## config.mk

```make
export PLATFORM = sky130hd
export DESIGN_NAME = dual_hand_initiation
export DESIGN_NICKNAME = d
export VERILOG_FILES = /design/src/pkg/hand_init_pkg.sv /design/src/rtl/dual_hand_initiation.sv /design/src/rtl/window_timer.sv
export VERILOG_INCLUDE_DIRS = /design/src /design/src/pkg
export SDC_FILE = /design/constraint.sdc
export NUM_CORES = 1
export LEC_CHECK = 0
export BUFFER_PORTS_ARGS = -buffer_cell sky130_fd_sc_hd__buf_4
export CORE_MARGIN = 1
export CORE_UTILIZATION = 61
export CTS_CLUSTER_DIAMETER = 200
export DETAILED_ROUTE_END_ITERATION = 10
export GPL_TIMING_DRIVEN = 0
export HOLD_SLACK_MARGIN = 0.03
export PLACE_DENSITY = 0.78
export SLEW_MARGIN = 25
export SYNTH_ARGS = -nofsm -noshare
export SYNTH_HDL_FRONTEND = slang
export SYNTH_SLANG_ARGS = --single-unit
```

## constraint.sdc

```tcl
create_clock -name clk_sys -period 5.6 [get_ports clk_sys]
set_clock_uncertainty 0.1 [all_clocks]
set_input_delay 0.84 -clock clk_sys [delete_from_list [all_inputs] [get_ports clk_sys]]
set_output_delay 0.84 -clock clk_sys [all_outputs]
set_load 0.01 [all_outputs]
```

## src/pkg/hand_init_cfg.svh

```systemverilog
/*
 * Constants for the two-hand initiation monitor: timing of the
 * simultaneity window at the system clock rate.
 * Assumes a 20 MHz system clock.
 */
`ifndef HAND_INIT_CFG_SVH
`define HAND_INIT_CFG_SVH

// System clock period in ns
`define HI_CLK_PERIOD_NS  50
// Simultaneity window in ms
`define HI_WINDOW_MS      500
// Window in clock cycles, rounded down (never longer)
`define HI_WINDOW_CYC     ((`HI_WINDOW_MS * 1000000) / `HI_CLK_PERIOD_NS)
// Counter width for the window
`define HI_CNT_W          24

`endif

```

## src/pkg/hand_init_pkg.sv

```systemverilog
/*
 * Types for the two-hand initiation monitor.
 * Assumes nothing of its surroundings.
 */
`default_nettype none

package hand_init_pkg;

    // Monitor states
    typedef enum logic [2:0] {
        ST_IDLE,     // Both released, ready for an attempt
        ST_WAIT,     // One actuated, window running
        ST_RUN,      // Output on
        ST_LOCKOUT   // Waiting for both released
    } hand_state_e;

endpackage

`default_nettype wire

```

## src/rtl/dual_hand_initiation.sv

```systemverilog
/*
 * Two-hand initiation monitor: asserts the run output only when both
 * hand controls are actuated within the simultaneity window, holds it
 * while both stay actuated, and enforces release of both before a new
 * attempt.
 * Assumes hand inputs are already debounced and synchronous to clk_sys,
 * active high when actuated.
 */
// Function
// RL1: Run only if both pressed within 500ms
// RL2: Window missed: wait for both released
// RL3: Output held only while both held
// RL4: Either release drops the output at once
// RL5: Re-run needs both released, then re-pressed
// RL6: Machine control provides its own anti-repeat
// RL7: Pass-through hazard: configure manual reset instead
// RL8: Window timed by clock counter, set terminal
`include "hand_init_cfg.svh"
`timescale 1ns/1ps
`default_nettype none

module dual_hand_initiation
    import hand_init_pkg::*;
#(
    parameter logic [`HI_CNT_W-1:0] WINDOW_CYC = `HI_CNT_W'(`HI_WINDOW_CYC)
) (
    // Clock and reset
    input  wire logic  clk_sys,
    input  wire logic  reset_n,
    // Hand controls, high when actuated
    input  wire logic  hand_a,
    input  wire logic  hand_b,
    // Machine control side
    output logic       run_out,
    output logic       window_fault
);

    hand_state_e state_r;    // Current state
    hand_state_e state_nxt;  // Next state
    logic        both;       // Both hands actuated
    logic        none;       // Both hands released
    logic        expired;    // Window elapsed
    logic        timing;     // Window timer running

    assign both   = hand_a && hand_b;
    assign none   = !hand_a && !hand_b;
    assign timing = (state_r == ST_WAIT);

    // Simultaneity window counter
    window_timer u_timer (
        .clk_sys  (clk_sys),
        .reset_n  (reset_n),
        .run      (timing),
        .term_cnt (WINDOW_CYC),
        .expired  (expired)
    );

    // Next-state logic
    always_comb begin
        state_nxt = state_r;
        case (state_r)
            ST_IDLE: begin
                // Both at once starts run; one starts the window
                if (both) begin
                    state_nxt = ST_RUN;      // see RL1
                end else if (!none) begin
                    state_nxt = ST_WAIT;     // see RL8
                end
            end
            ST_WAIT: begin
                // Second hand inside window runs; late goes to lockout
                if (expired) begin
                    state_nxt = ST_LOCKOUT;  // see RL2
                end else if (both) begin
                    state_nxt = ST_RUN;      // see RL1
                end else if (none) begin
                    state_nxt = ST_IDLE;
                end
            end
            ST_RUN: begin
                // Any release ends the run
                if (!both) begin
                    state_nxt = ST_LOCKOUT;  // see RL4
                end
            end
            ST_LOCKOUT: begin
                // Only a full release rearms
                if (none) begin
                    state_nxt = ST_IDLE;     // see RL5
                end
            end
            default: begin
                state_nxt = ST_LOCKOUT;
            end
        endcase
    end

    // State register
    always_ff @(posedge clk_sys or negedge reset_n) begin
        if (!reset_n) begin
            state_r <= ST_LOCKOUT;
        end else begin
            state_r <= state_nxt;
        end
    end

    // Run output: on only in run state with both held
    always_ff @(posedge clk_sys or negedge reset_n) begin
        if (!reset_n) begin
            run_out <= 1'b0;
        end else begin
            run_out <= (state_nxt == ST_RUN);  // see RL3
        end
    end

    // Fault flag: window missed, cleared on full release
    always_ff @(posedge clk_sys or negedge reset_n) begin
        if (!reset_n) begin
            window_fault <= 1'b0;
        end else if (state_r == ST_WAIT && expired) begin
            window_fault <= 1'b1;  // see RL2
        end else if (none) begin
            window_fault <= 1'b0;
        end
    end

    // Checks below watch the outputs and the state against the rules;
    // they stay silent while reset is held

    // Independent count of cycles spent waiting, kept apart from the
    // timer so that the window length is not judged by the timer itself
    localparam int    LEN_W = `HI_CNT_W + 1;  // One bit over the timer
    logic [LEN_W-1:0] wait_len_r;              // Cycles in wait so far

    // Count wait cycles, clear outside the wait state
    always_ff @(posedge clk_sys or negedge reset_n) begin
        if (!reset_n) begin
            wait_len_r <= '0;
        end else if (state_r == ST_WAIT) begin
            wait_len_r <= wait_len_r + LEN_W'(1);  // see RL8
        end else begin
            wait_len_r <= '0;
        end
    end

    // Output never on unless both held in the previous cycle
    run_both_a: assert property (  // see RL3
        @(posedge clk_sys) disable iff (!reset_n)
        run_out |-> $past(both))
        else $error("run output on without both hands");

    // Output stays on while both stay held
    held_run_a: assert property (  // see RL3
        @(posedge clk_sys) disable iff (!reset_n)
        (run_out && both) |=> run_out)
        else $error("run output dropped while both held");

    // A release drops the output on the next edge
    release_drop_a: assert property (  // see RL4
        @(posedge clk_sys) disable iff (!reset_n)
        (run_out && !both) |=> !run_out)
        else $error("run output not dropped after release");

    // Late second hand never starts a run
    late_block_a: assert property (  // see RL2
        @(posedge clk_sys) disable iff (!reset_n)
        (state_r == ST_WAIT && expired) |=> !run_out)
        else $error("run after window expiry");

    // A flagged miss keeps the output off until the flag clears
    fault_norun_a: assert property (  // see RL2
        @(posedge clk_sys) disable iff (!reset_n)
        window_fault |=> !run_out)
        else $error("run output on after a window miss");

    // The miss flag clears once both hands are released
    fault_clear_a: assert property (  // see RL2
        @(posedge clk_sys) disable iff (!reset_n)
        (window_fault && none) |=> !window_fault)
        else $error("window fault kept after full release");

    // Fault flag set when the window is missed
    fault_set_a: assert property (  // see RL2
        @(posedge clk_sys) disable iff (!reset_n)
        (state_r == ST_WAIT && expired) |=> window_fault)
        else $error("window fault not flagged");

    // Lockout holds until both released
    lockout_hold_a: assert property (  // see RL5
        @(posedge clk_sys) disable iff (!reset_n)
        (state_r == ST_LOCKOUT && !none) |=> (state_r == ST_LOCKOUT))
        else $error("lockout left without full release");

    // Nothing seen in lockout can raise the output
    lockout_off_a: assert property (  // see RL5
        @(posedge clk_sys) disable iff (!reset_n)
        (state_r == ST_LOCKOUT) |=> !run_out)
        else $error("run output raised from lockout");

    // Run only starts from idle or wait
    run_entry_a: assert property (  // see RL5
        @(posedge clk_sys) disable iff (!reset_n)
        $rose(run_out) |-> ($past(state_r) == ST_IDLE
                         || $past(state_r) == ST_WAIT))
        else $error("run entered from lockout");

    // Both pressed at once from idle starts a run
    idle_start_a: assert property (  // see RL1
        @(posedge clk_sys) disable iff (!reset_n)
        (state_r == ST_IDLE && both) |=> run_out)
        else $error("run not started from idle");

    // Both held in wait before expiry starts a run
    window_ok_a: assert property (  // see RL1
        @(posedge clk_sys) disable iff (!reset_n)
        (state_r == ST_WAIT && both && !expired) |=> run_out)
        else $error("run not started inside window");

    // Wait never lasts past the window
    wait_bound_a: assert property (  // see RL8
        @(posedge clk_sys) disable iff (!reset_n)
        (state_r == ST_WAIT && expired) |=> (state_r != ST_WAIT))
        else $error("wait state outlived window");

    // Timer expires exactly when the waited cycles reach the window
    window_len_a: assert property (  // see RL8
        @(posedge clk_sys) disable iff (!reset_n)
        (state_r == ST_WAIT)
            |-> (expired == (wait_len_r == {1'b0, WINDOW_CYC})))
        else $error("window length differs from terminal count");

endmodule

`default_nettype wire

```

## src/rtl/window_timer.sv

```systemverilog
/*
 * Simultaneity window timer: counts system clock cycles while running
 * and flags when the terminal count is reached.
 * Assumes run is held high for the whole wait and low otherwise.
 */
`include "hand_init_cfg.svh"
`timescale 1ns/1ps
`default_nettype none

module window_timer (
    // Clock and reset
    input  wire logic                  clk_sys,
    input  wire logic                  reset_n,
    // Control
    input  wire logic                  run,
    input  wire logic [`HI_CNT_W-1:0]  term_cnt,
    // Status
    output logic                       expired
);

    logic [`HI_CNT_W-1:0] count_r;  // Elapsed cycles

    // Count while running, clear otherwise; saturate at terminal count
    always_ff @(posedge clk_sys or negedge reset_n) begin
        if (!reset_n) begin
            count_r <= '0;
        end else if (!run) begin
            count_r <= '0;
        end else if (count_r < term_cnt) begin
            count_r <= count_r + `HI_CNT_W'(1);  // see RL8
        end
    end

    // Window expired once the count reaches the terminal value
    assign expired = run && (count_r >= term_cnt);  // see RL8

endmodule

`default_nettype wire

```

* Word-level counts from Yosys, hierarchy flattened
Index checks and enable logic that the tools add are counted.
Widths: inputs -> output; s select.
** Word-level totals
- Register bits after elaboration :: 29
** Cells by class
- Muxes and demuxes :: 11
- Equal/unequal tests :: 5
- Add/subtract/negate cells :: 1
- $lt $le $gt $ge :: 2
- Reduce and logical (&&, ||, !) cells :: 8
** Operator list (number)
- $mux 24 :: 2
- $add 24x1->24 const B :: 1
- $ge 24x24->1 const B :: 1
- $lt 24x24->1 const B :: 1
- $mux 3 :: 6
- $pmux 3 s4 :: 1
- $eq 3x2->1 const B :: 3
- $logic_and 1x1->1 :: 4
- $eq 3x1->1 const B :: 1
- $logic_not 3->1 :: 1
- $logic_not 1->1 :: 2
- $mux 1 :: 2
- $ne 2x2->1 const B :: 1
- $reduce_bool 2->1 :: 1

* Depth between registers and ports, before layout
Gate-level depths: netlist of run 1.
- Depth in word-level cells :: 7
- Mapped depth :: 8
- Mapped depth without buffers :: 7

* By module
From an unflattened synthesis of run 1, not the netlist that was laid out.
** Second synthesis, totals
- Cell total of the unflattened synthesis :: 238
- Area total of the unflattened synthesis :: 2199.6 µm²
** Modules (own cells, without submodules)
- window_timer :: instances 1, area an instance 1978.1 µm², cells each 216, seq. area each 600.6 µm²
- dual_hand_initiation :: instances 1, area an instance 221.5 µm², cells each 22, seq. area each 127.6 µm²

* Least setup slack after synthesis of run 1
No wires, ideal clock.
- Path type :: reg2reg
- Start :: register u_timer.count_r[22]
- End :: register u_timer.count_r[7]
- Path slack :: 3.496 ns
- Required time :: 5.368 ns
- Data arrival time :: 1.872 ns
- Cell stages (with the launch flop) :: 8
- Library setup time :: 0.132 ns
- Path through :: dfrtp_1 or4_4 a2111o_1 buf_2 buf_6 nand3b_1 xor2_1 nor2_1
** On the way
- Word-level cells in the longest chain between the ends :: 2
** Ends and longest elaborated chain
- start: declaration :: RTL line window_timer.sv:21 : logic [`HI_CNT_W-1:0] count_r;
- start signal: assignment :: RTL line window_timer.sv:30 : count_r <= count_r + `HI_CNT_W'(1);
- $lt 24x24->1 :: RTL line window_timer.sv:29 : end else if (count_r < term_cnt) begin
- $ne 2x2->1 (no source line)
No other way between the ends.
A chain may end at the register's enable or synchronous reset.

* Worst setup path in the final report of run 1
- Start :: register u_timer.count_r[22]
- End :: register u_timer.count_r[2]
Same word-level chain as after synthesis.

==> summary.md, run 1 <==
| Metric | Value |
|---|---|
| Yosys Warn Count | 0 |
| Starting Density | between 60% and 70% |
| Cell taking the most area after synthesis | dfrtp_1 |
| Root Buffer | clkbuf_4 |
| Number of synthesized register bits | 29 |
| Sink Count | 29 |
| GR Overflow Total | 0 |
| CP top delay family | simple AND/OR/NAND/NOR gates |
| Post-route ant nets | 0 |
| Sequential share of the synthesized area | ~46% |
| Lkg Pwr | a little under 0.7 nW |
| Total track usage | a little over a quarter |
| Fmax | 437.9 MHz |
| Vias in the first global route | roughly 1,200 |
| Crit-path slowest cell | or4_4 |
| Die height | 52.78 microns |
| Critical path class | register to register |
| Netlist Area Pre-Place | between 1500 and 2000 sq um |
| WP data arrival | ~2.4 ns |
| Critical Path Fanout Max | 10 |
| Post-synth top cells | dfrtp_1 (27), nor2_1 (25), xor2_1 (14) |
| Hold Path Class | input port to asynchronous set/reset pin |
| Skew-Pair Late Insertion Delay | 0.33 ns |
| Share of post-route cells with drive strength above 1 | 14.37% |
| Most frequent cell after synthesis | dfrtp_1 |
| Final setup fails | 0 |
| Die width | roughly 53 microns |
| Ranking of synthesized cells by area | dfrtp_1 (43%), xor2_1 (7.8%), nor2_1 (6.0%), nand4_1 (4.0%), xnor2_1 (3.9%) |
| Cell breakdown of the critical path | or4_4 > a2111o_1 > buf_2 > buf_6 > nand3_1 > xor2_1 > nor2_1 |
| Setup WS post-layout | 3.317 ns |
| Slew Limit Fails | 0 |
| Post-synth top area share | roughly 43% |
| Syn nets | 167 |
| Drt first-iter violations | 27 |
| Setup TNS | 0 ns |
| Startpoint types | register |
| Vias per std cell | 6.074 |
| Boundary pin count | 6 |
| Worst EP required | roughly 5.7 ns |
| Distinct cell type count after synthesis | 39 |
| Worst hold slack | 0.3034 ns |
| Post-CTS Resized | 0 |
| Tot Pwr | 0.4108 mW |
| Post-placement cell count | between 150 and 200 |
| Syn Inst Count | between 150 and 200 |
| Slew HR | between 60% and 70% |
| Mean Syn Cell Area | about 10 sq um |
| CP Depth | 7 |
| DR vias | 1,239 |
| Row Count | 18 |
| P&R area growth vs syn | 10.42% |
| Largest stage delay, worst path | about 0.57 ns |
| Final WL | 3.160 mm |
| Crit path capture type | register |
| CTS Buf Count | 5 |
| Reg clk slew, reported paths | approximately 0.10 ns |
| First-pass GRT wire length | around 5.2 mm |
| Largest net degree at the start of global routing | 30 |
| # Post-CTS Setup Buffers | 0 |
| Drt first pass iters | 4 |
| Status | completed |
| Post-CTS Hold Buffers | 0 |
| Avg WL per Cell | 15.49 microns |
| DP Worst Slack | between 3 and 4 ns |
| EDFF count, synth | 0 |
| Maximum buffer depth of the clock tree | 2 |
| Worst Max-Slew Pin Slew | ~0.51 ns |
| Post-route minimum period | roughly 2.3 ns |
| H-tree levels | 2 |
| Layout net count | approximately 180 |
| Ys async rst share | 100.0% |
| Reg2reg start | u_timer.count_r[22] |
| Residual DRC | 0 |
| Worst reg2reg path depth | 7 |
| Die ar. | around 2800 sq um |
| I/O Buffers | 5 |
| Final RePlAce weighted congestion | 0.8198 |
| HPWL after DPL | ~2.2 mm |
| Primary FF master, synth | dfrtp_1 |
| CTS tree | built |
| Max Cap Violations | 0 |
| IR drop worst, VDD | ~0.00021 V |
| Layout Cells excl Fill | approximately 200 |
| ANT cells | 0 |
| Core area | ~2500 sq um |
| Final Hold Viols | 0 |
| Final worst path period share | approximately 41% |
| Cell Pwr Density | ~240 nW/um^2 |
| Critical Path Start | u_timer.count_r[22] |
| Antenna violations before repair | 0 |
| CP Buf/Inv Count | 2 |
| RSZ-0062 raised after global routing | false |
[report_power, final]
| part | leakage [nW] | switching [mW] | internal [mW] | total, mW |
|---|---|---|---|---|
| clock | 0.0445 | 0.0771 | 0.106 | 0.183 |
| combinational | 0.242 | 0.00956 | 0.00475 | 0.0143 |
| sequential | 0.396 | 0.00177 | 0.212 | 0.213 |
| total | 0.682 | 0.0884 | 0.322 | 0.411 |
[cells by family (layout without fill, tap and decap cells)]
group,count (synthesis),count (layout),synth area share [%]
simple gates,80,80,28.24
buf+inv,10,23,3.023
xor+xnor,21,21,11.69
other cells,1,1,0.2384
fa+ha+maj,2,2,1.591
compound gates,18,18,8.910
flops,29,29,46.30
[flip-flops by register name (all words and copies together), names as in the netlist]
signal	cells
window_fault	1
run_out	1
u_timer.count_r	24
state_r	3
[stage by stage]
step,cell area [sq um],util (%)
6_report,1737,70.74
5_1_grt,1737,70.74
4_1_cts,1737,70.74
3_5_place_dp,1648,67.13
3_3_place_gp,1648,67.13
2_1_floorplan,1573,-
[path summary, 6_finish.rpt]
| kind | end | slack [ns] |
|---|---|---|
| setup / recovery | u_timer.count_r[2] | 3.32 |
| hold / removal | u_timer.count_r[12] | 0.30 |
| setup reg to reg | u_timer.count_r[2] | 3.32 |
| hold reg to reg | run_out | 0.39 |
| max in group asynchronous | state_r[0] | 4.78 |
| min in group clk_sys | run_out | 0.39 |
[final cells by class]
type                       count  area (sq um)
inverter                       4         15.01
multi-input combinational    122         797.0
clock inverter                 2         37.54
buffer                         6         32.53
fill                         176         718.2
clock buffer                   6         51.30
tap                           30         37.54
timing repair buffer           5         37.54
sequential                    29         728.2
[metal layers]
layer,share of wire (%),global-route usage [%],vias to the layer above
met5,0,0,-
met3,4.7,6.377,7
met2,49,41.77,37
met1,44,34.25,605
li1,-,-,590
met4,1.5,11.40,0
[cells in the final DEF, fill, tap and decap left out, drive strengths merged, types with 2 or more instances in the layout]
master | synthesis | layout
o211ai | 2 | 2
nor3b | 4 | 4
inv | 4 | 4
o21ai | 3 | 3
a21oi | 5 | 5
a211oi | 2 | 2
ha | 2 | 2
clkbuf | 3 | 9
xor2 | 14 | 14
dfrtp | 27 | 27
nor2b | 3 | 3
nand2 | 6 | 6
dfstp | 2 | 2
nand2b | 4 | 4
nand4 | 11 | 11
buf | 3 | 8
and3 | 5 | 5
nand3 | 12 | 12
nor2 | 25 | 25
nor3 | 3 | 3
xnor2 | 7 | 7
Note: power is estimated with default switching activity, not from simulation.
==> run 2, diff against run 1 <==
--- a/config.mk
+++ b/config.mk
@@ -8,12 +8,12 @@
 export LEC_CHECK = 0
 export BUFFER_PORTS_ARGS = -buffer_cell sky130_fd_sc_hd__buf_4
 export CORE_MARGIN = 1
-export CORE_UTILIZATION = 61
+export CORE_UTILIZATION = 54
 export CTS_CLUSTER_DIAMETER = 200
 export DETAILED_ROUTE_END_ITERATION = 10
 export GPL_TIMING_DRIVEN = 0
 export HOLD_SLACK_MARGIN = 0.03
-export PLACE_DENSITY = 0.78
+export PLACE_DENSITY = 0.73
 export SLEW_MARGIN = 25
 export SYNTH_ARGS = -nofsm -noshare
 export SYNTH_HDL_FRONTEND = slang
==> constraint.sdc (replaced) <==
create_clock -name clk_sys -period 2.06 [get_ports clk_sys]
set_clock_uncertainty 0.1 [all_clocks]
set_input_delay 0.309 -clock clk_sys [delete_from_list [all_inputs] [get_ports clk_sys]]
set_output_delay 0.309 -clock clk_sys [all_outputs]
set_load 0.01 [all_outputs]
==> run 2 against run 1 <==
  * Global-route usage decreased by 3.3 points
  * Sequential share of layout area decreased by 5.1 points
  * The flow now finishes with violations (negative setup slack)
  * Worst setup slack worse by 3.5 ns
  * Sequential power grew to 2.7 times the previous value
  * Highest routed layer unchanged
  * First-iteration DRC count increased by 59%
  * Utilization up 0.94 points
  * Critical path depth decreased by 1
==> summary.md, run 2 (synthesis results as in run 1) <==
| Metric | Value |
|---|---|
| Max Cap Violations | 0 (unchanged) |
| GR Overflow Total | 0 (unchanged) |
| Dpl cell area | 1655 sq um (+0.46%) |
| Post-route minimum period | 2.234 ns (-0.04891 ns) |
| Largest net degree at the start of global routing | 30 (unchanged) |
| Setup WS post-layout | -0.1745 ns (-3.491 ns) |
| Final setup fails | 24 (+24) |
| Final worst path period share | 108.5% (+68 points) |
| HPWL after DPL | 2.066 mm (-4.0%) |
| Critical Path Start | u_timer.count_r[22] |
| Sink Count | 29 (unchanged) |
| WP data arrival | 2.41 ns (+0.02 ns) |
| Lkg Pwr | 0.7740 nW (+13%) |
| ANT cells | 0 (unchanged) |
| Share of post-route cells with drive strength above 1 | 29.51% (+15 points) |
| Critical path class | register to register |
| Hold Path Class | input port to register |
| Slew HR | 60.02% (-5.4 points) |
| DP Worst Slack | -0.2124 ns (-3.564 ns) |
| I/O Buffers | 5 (unchanged) |
| Die ar. | 3132 sq um (+12%) |
| Layout net count | 188 (+5.0%) |
| Crit-path slowest cell | or4_4 |
| Total track usage | 23.13% (-3.3 points) |
| Internal Power | 0.8807 mW (+170%) |
| Skew-Pair Late Insertion Delay | 0.34 ns (about the same) |
| Commonest non-fill, non-tap cell in the layout | dfrtp_1 |
| Worst EP required | 2.23 ns (-3.47 ns) |
| P&R area growth vs syn | 25.70% |
| IR drop worst, VDD | 0.0005916 V (+180%) |
| Biggest register | u_timer.count_r |
| Worst Max-Slew Pin Slew | 0.5951 ns (+0.08031 ns) |
| Cell Pwr Density | 564.4 nW/um^2 (+140%) |
| Boundary pin count | 6 (unchanged) |
| H-tree levels | 2 (unchanged) |
| Final design utilization | 71.69% (+0.94 points) |
| Combinational Power Share | 3.8% (+0.3 points) |
| Vias per std cell | 5.804 (-4.4%) |
| Fmax | 447.5 MHz (+2.2%) |
| Final Hold Viols | 0 (unchanged) |
| Crit path capture type | register |
| Final RePlAce weighted congestion | 0.7890 (-3.8%) |
| Clk network pwr share | 44.2% (-0.4 points) |
| Largest registers | u_timer.count_r: 24 flops, state_r: 3 flops |
| Core area | 2758 sq um (+12%) |
| DR vias | 1,242 (+0.24%) |
| Design Area, Final | 1977 sq um (+14%) |
| Reg power frac | 52.0% (about the same) |
| Maximum buffer depth of the clock tree | 2 (unchanged) |
| CTS Buf Count | 5 (unchanged) |
| Vias in the first global route | 1,215 (+4.0%) |
| Reg clk slew, reported paths | 0.10 ns (about the same) |
| Drt first pass iters | 4 (unchanged) |
| Residual DRC | 0 (unchanged) |
| Largest stage delay, worst path | 0.56 ns (about the same) |
| Die width | 55.97 microns (+6.0%) |
| Hold path startpoint | hand_b |
| Critical Path Fanout Max | 4 (-6) |
| Root Buffer | clkbuf_4 |
| Die height | 55.97 microns (+6.0%) |
| Commonest cells after routing, fill and taps aside | dfrtp_1 (27), nor2_1 (25), xor2_1 (13), buf_4 (12), nand4_1 (10) |
| First-pass GRT wire length | 5.533 mm (+5.5%) |
| Slew Limit Fails | 0 (unchanged) |
| Cell breakdown of the critical path | or4_4 > a2111o_1 > buf_4 > nor2b_4 > a31o_2 > a21oi_2 |
| Final WL | 3.482 mm (+10%) |
| Reg2reg start | u_timer.count_r[22] |
| Failing checks | negative setup slack |
| Antenna violations before repair | 0 (unchanged) |
| Switching share of power | 21.07% (-0.45 points) |
| Starting Density | 57.03% (-7.0 points) |
| Avg WL per Cell | 16.27 microns (+5.0%) |
| NetSw | 0.2351 mW (+170%) |
| Row Count | 19 (+1) |
| Post-route ant nets | 0 (unchanged) |
| Max reg flops | 24 (unchanged) |
| Status | finished with violations |
| CTS tree | built |
| Startpoint types | register |
| Drt first-iter violations | 43 (+59%) |
| RSZ-0062 raised after global routing | true |
[run 2: cell types whose count changed in the layout (fill, tap and decap cells not counted), moves of 3 or more]
cell and change:
nand3_1 -8, nand3_2 +7, nor3b_2 +3, buf_4 +7
nor3b_1 -3, a21oi_1 -3
[run 2: stage by stage]
stage / cells / setup TNS [ns] / power, mW / hold slack [ns]
after floorplan: 161 / -0.2177 / 0.6069 / -0.08659
after global placement: 197 / -1.983 / 0.6283 / 0.1467
after detailed placement: 197 / -2.428 / 0.6296 / 0.1505
after CTS: 211 / -3.073 / 1.123 / 0.1192
after global routing: 214 / -4.260 / 1.155 / 0.1220
final: 214 / -2.411 / 1.116 / 0.1225
[run 2: critical path, delay by kind of cell, from the launching register on]
kind            cells  cell delay [ns]
buf+inv             1             0.16
compound gates      3             0.81
simple gates        2             0.70
flops               1             0.41
[run 2: layer usage]
metal | wire length, microns | global-route usage [%] | vias to the layer above
li1 | - | - | 609
met4 | 68 | 8.014 | 0
met3 | 101 | 7.674 | 8
met1 | 1499 | 30.12 | 607
met5 | 0 | 0 | -
met2 | 1813 | 36.22 | 18
[run 2: final timing paths]
kind	endpoint	slack (ns)	cells after the start
worst max-delay path	u_timer.count_r[19]	-0.17	6
worst min-delay path	run_out	0.12	3
worst max register to register	u_timer.count_r[19]	-0.17	6
worst min register to register	run_out	0.38	1
max in group asynchronous	state_r[0]	1.23	2
min in group asynchronous	u_timer.count_r[15]	0.31	2
[run 2: cell type report]
type / count / area [sq um]
well taps: 31 / 38.79
multi-input cells: 122 / 935.9
fillers: 201 / 780.7
clock buffers: 7 / 55.05
inverters: 4 / 15.01
flip-flops and latches: 29 / 728.2
plain buffers: 6 / 45.04
clock inverters: 1 / 30.03
repair buffers: 14 / 128.9
[run 2: repair_timing]
| item | CTS | global route |
|---|---|---|
| pin swaps | 8 | 12 |
| hold endpoints to repair | 27 | 0 |
| gates resized for setup | 14 | 19 |
| setup endpoints to repair | 26 | 28 |
| hold buffers | 1 | 0 |
| setup buffers | 5 | 2 |
| gates cloned | 0 | 1 |
[run 2: power groups by stage]
stage               registers, mW  clock network, mW  logic (mW)
global route                0.581              0.526      0.0475
detailed placement          0.591                  0      0.0388
finish                      0.580              0.493      0.0422
CTS                         0.580              0.500      0.0426
global placement            0.590                  0      0.0378
floorplan                   0.590                  0      0.0167
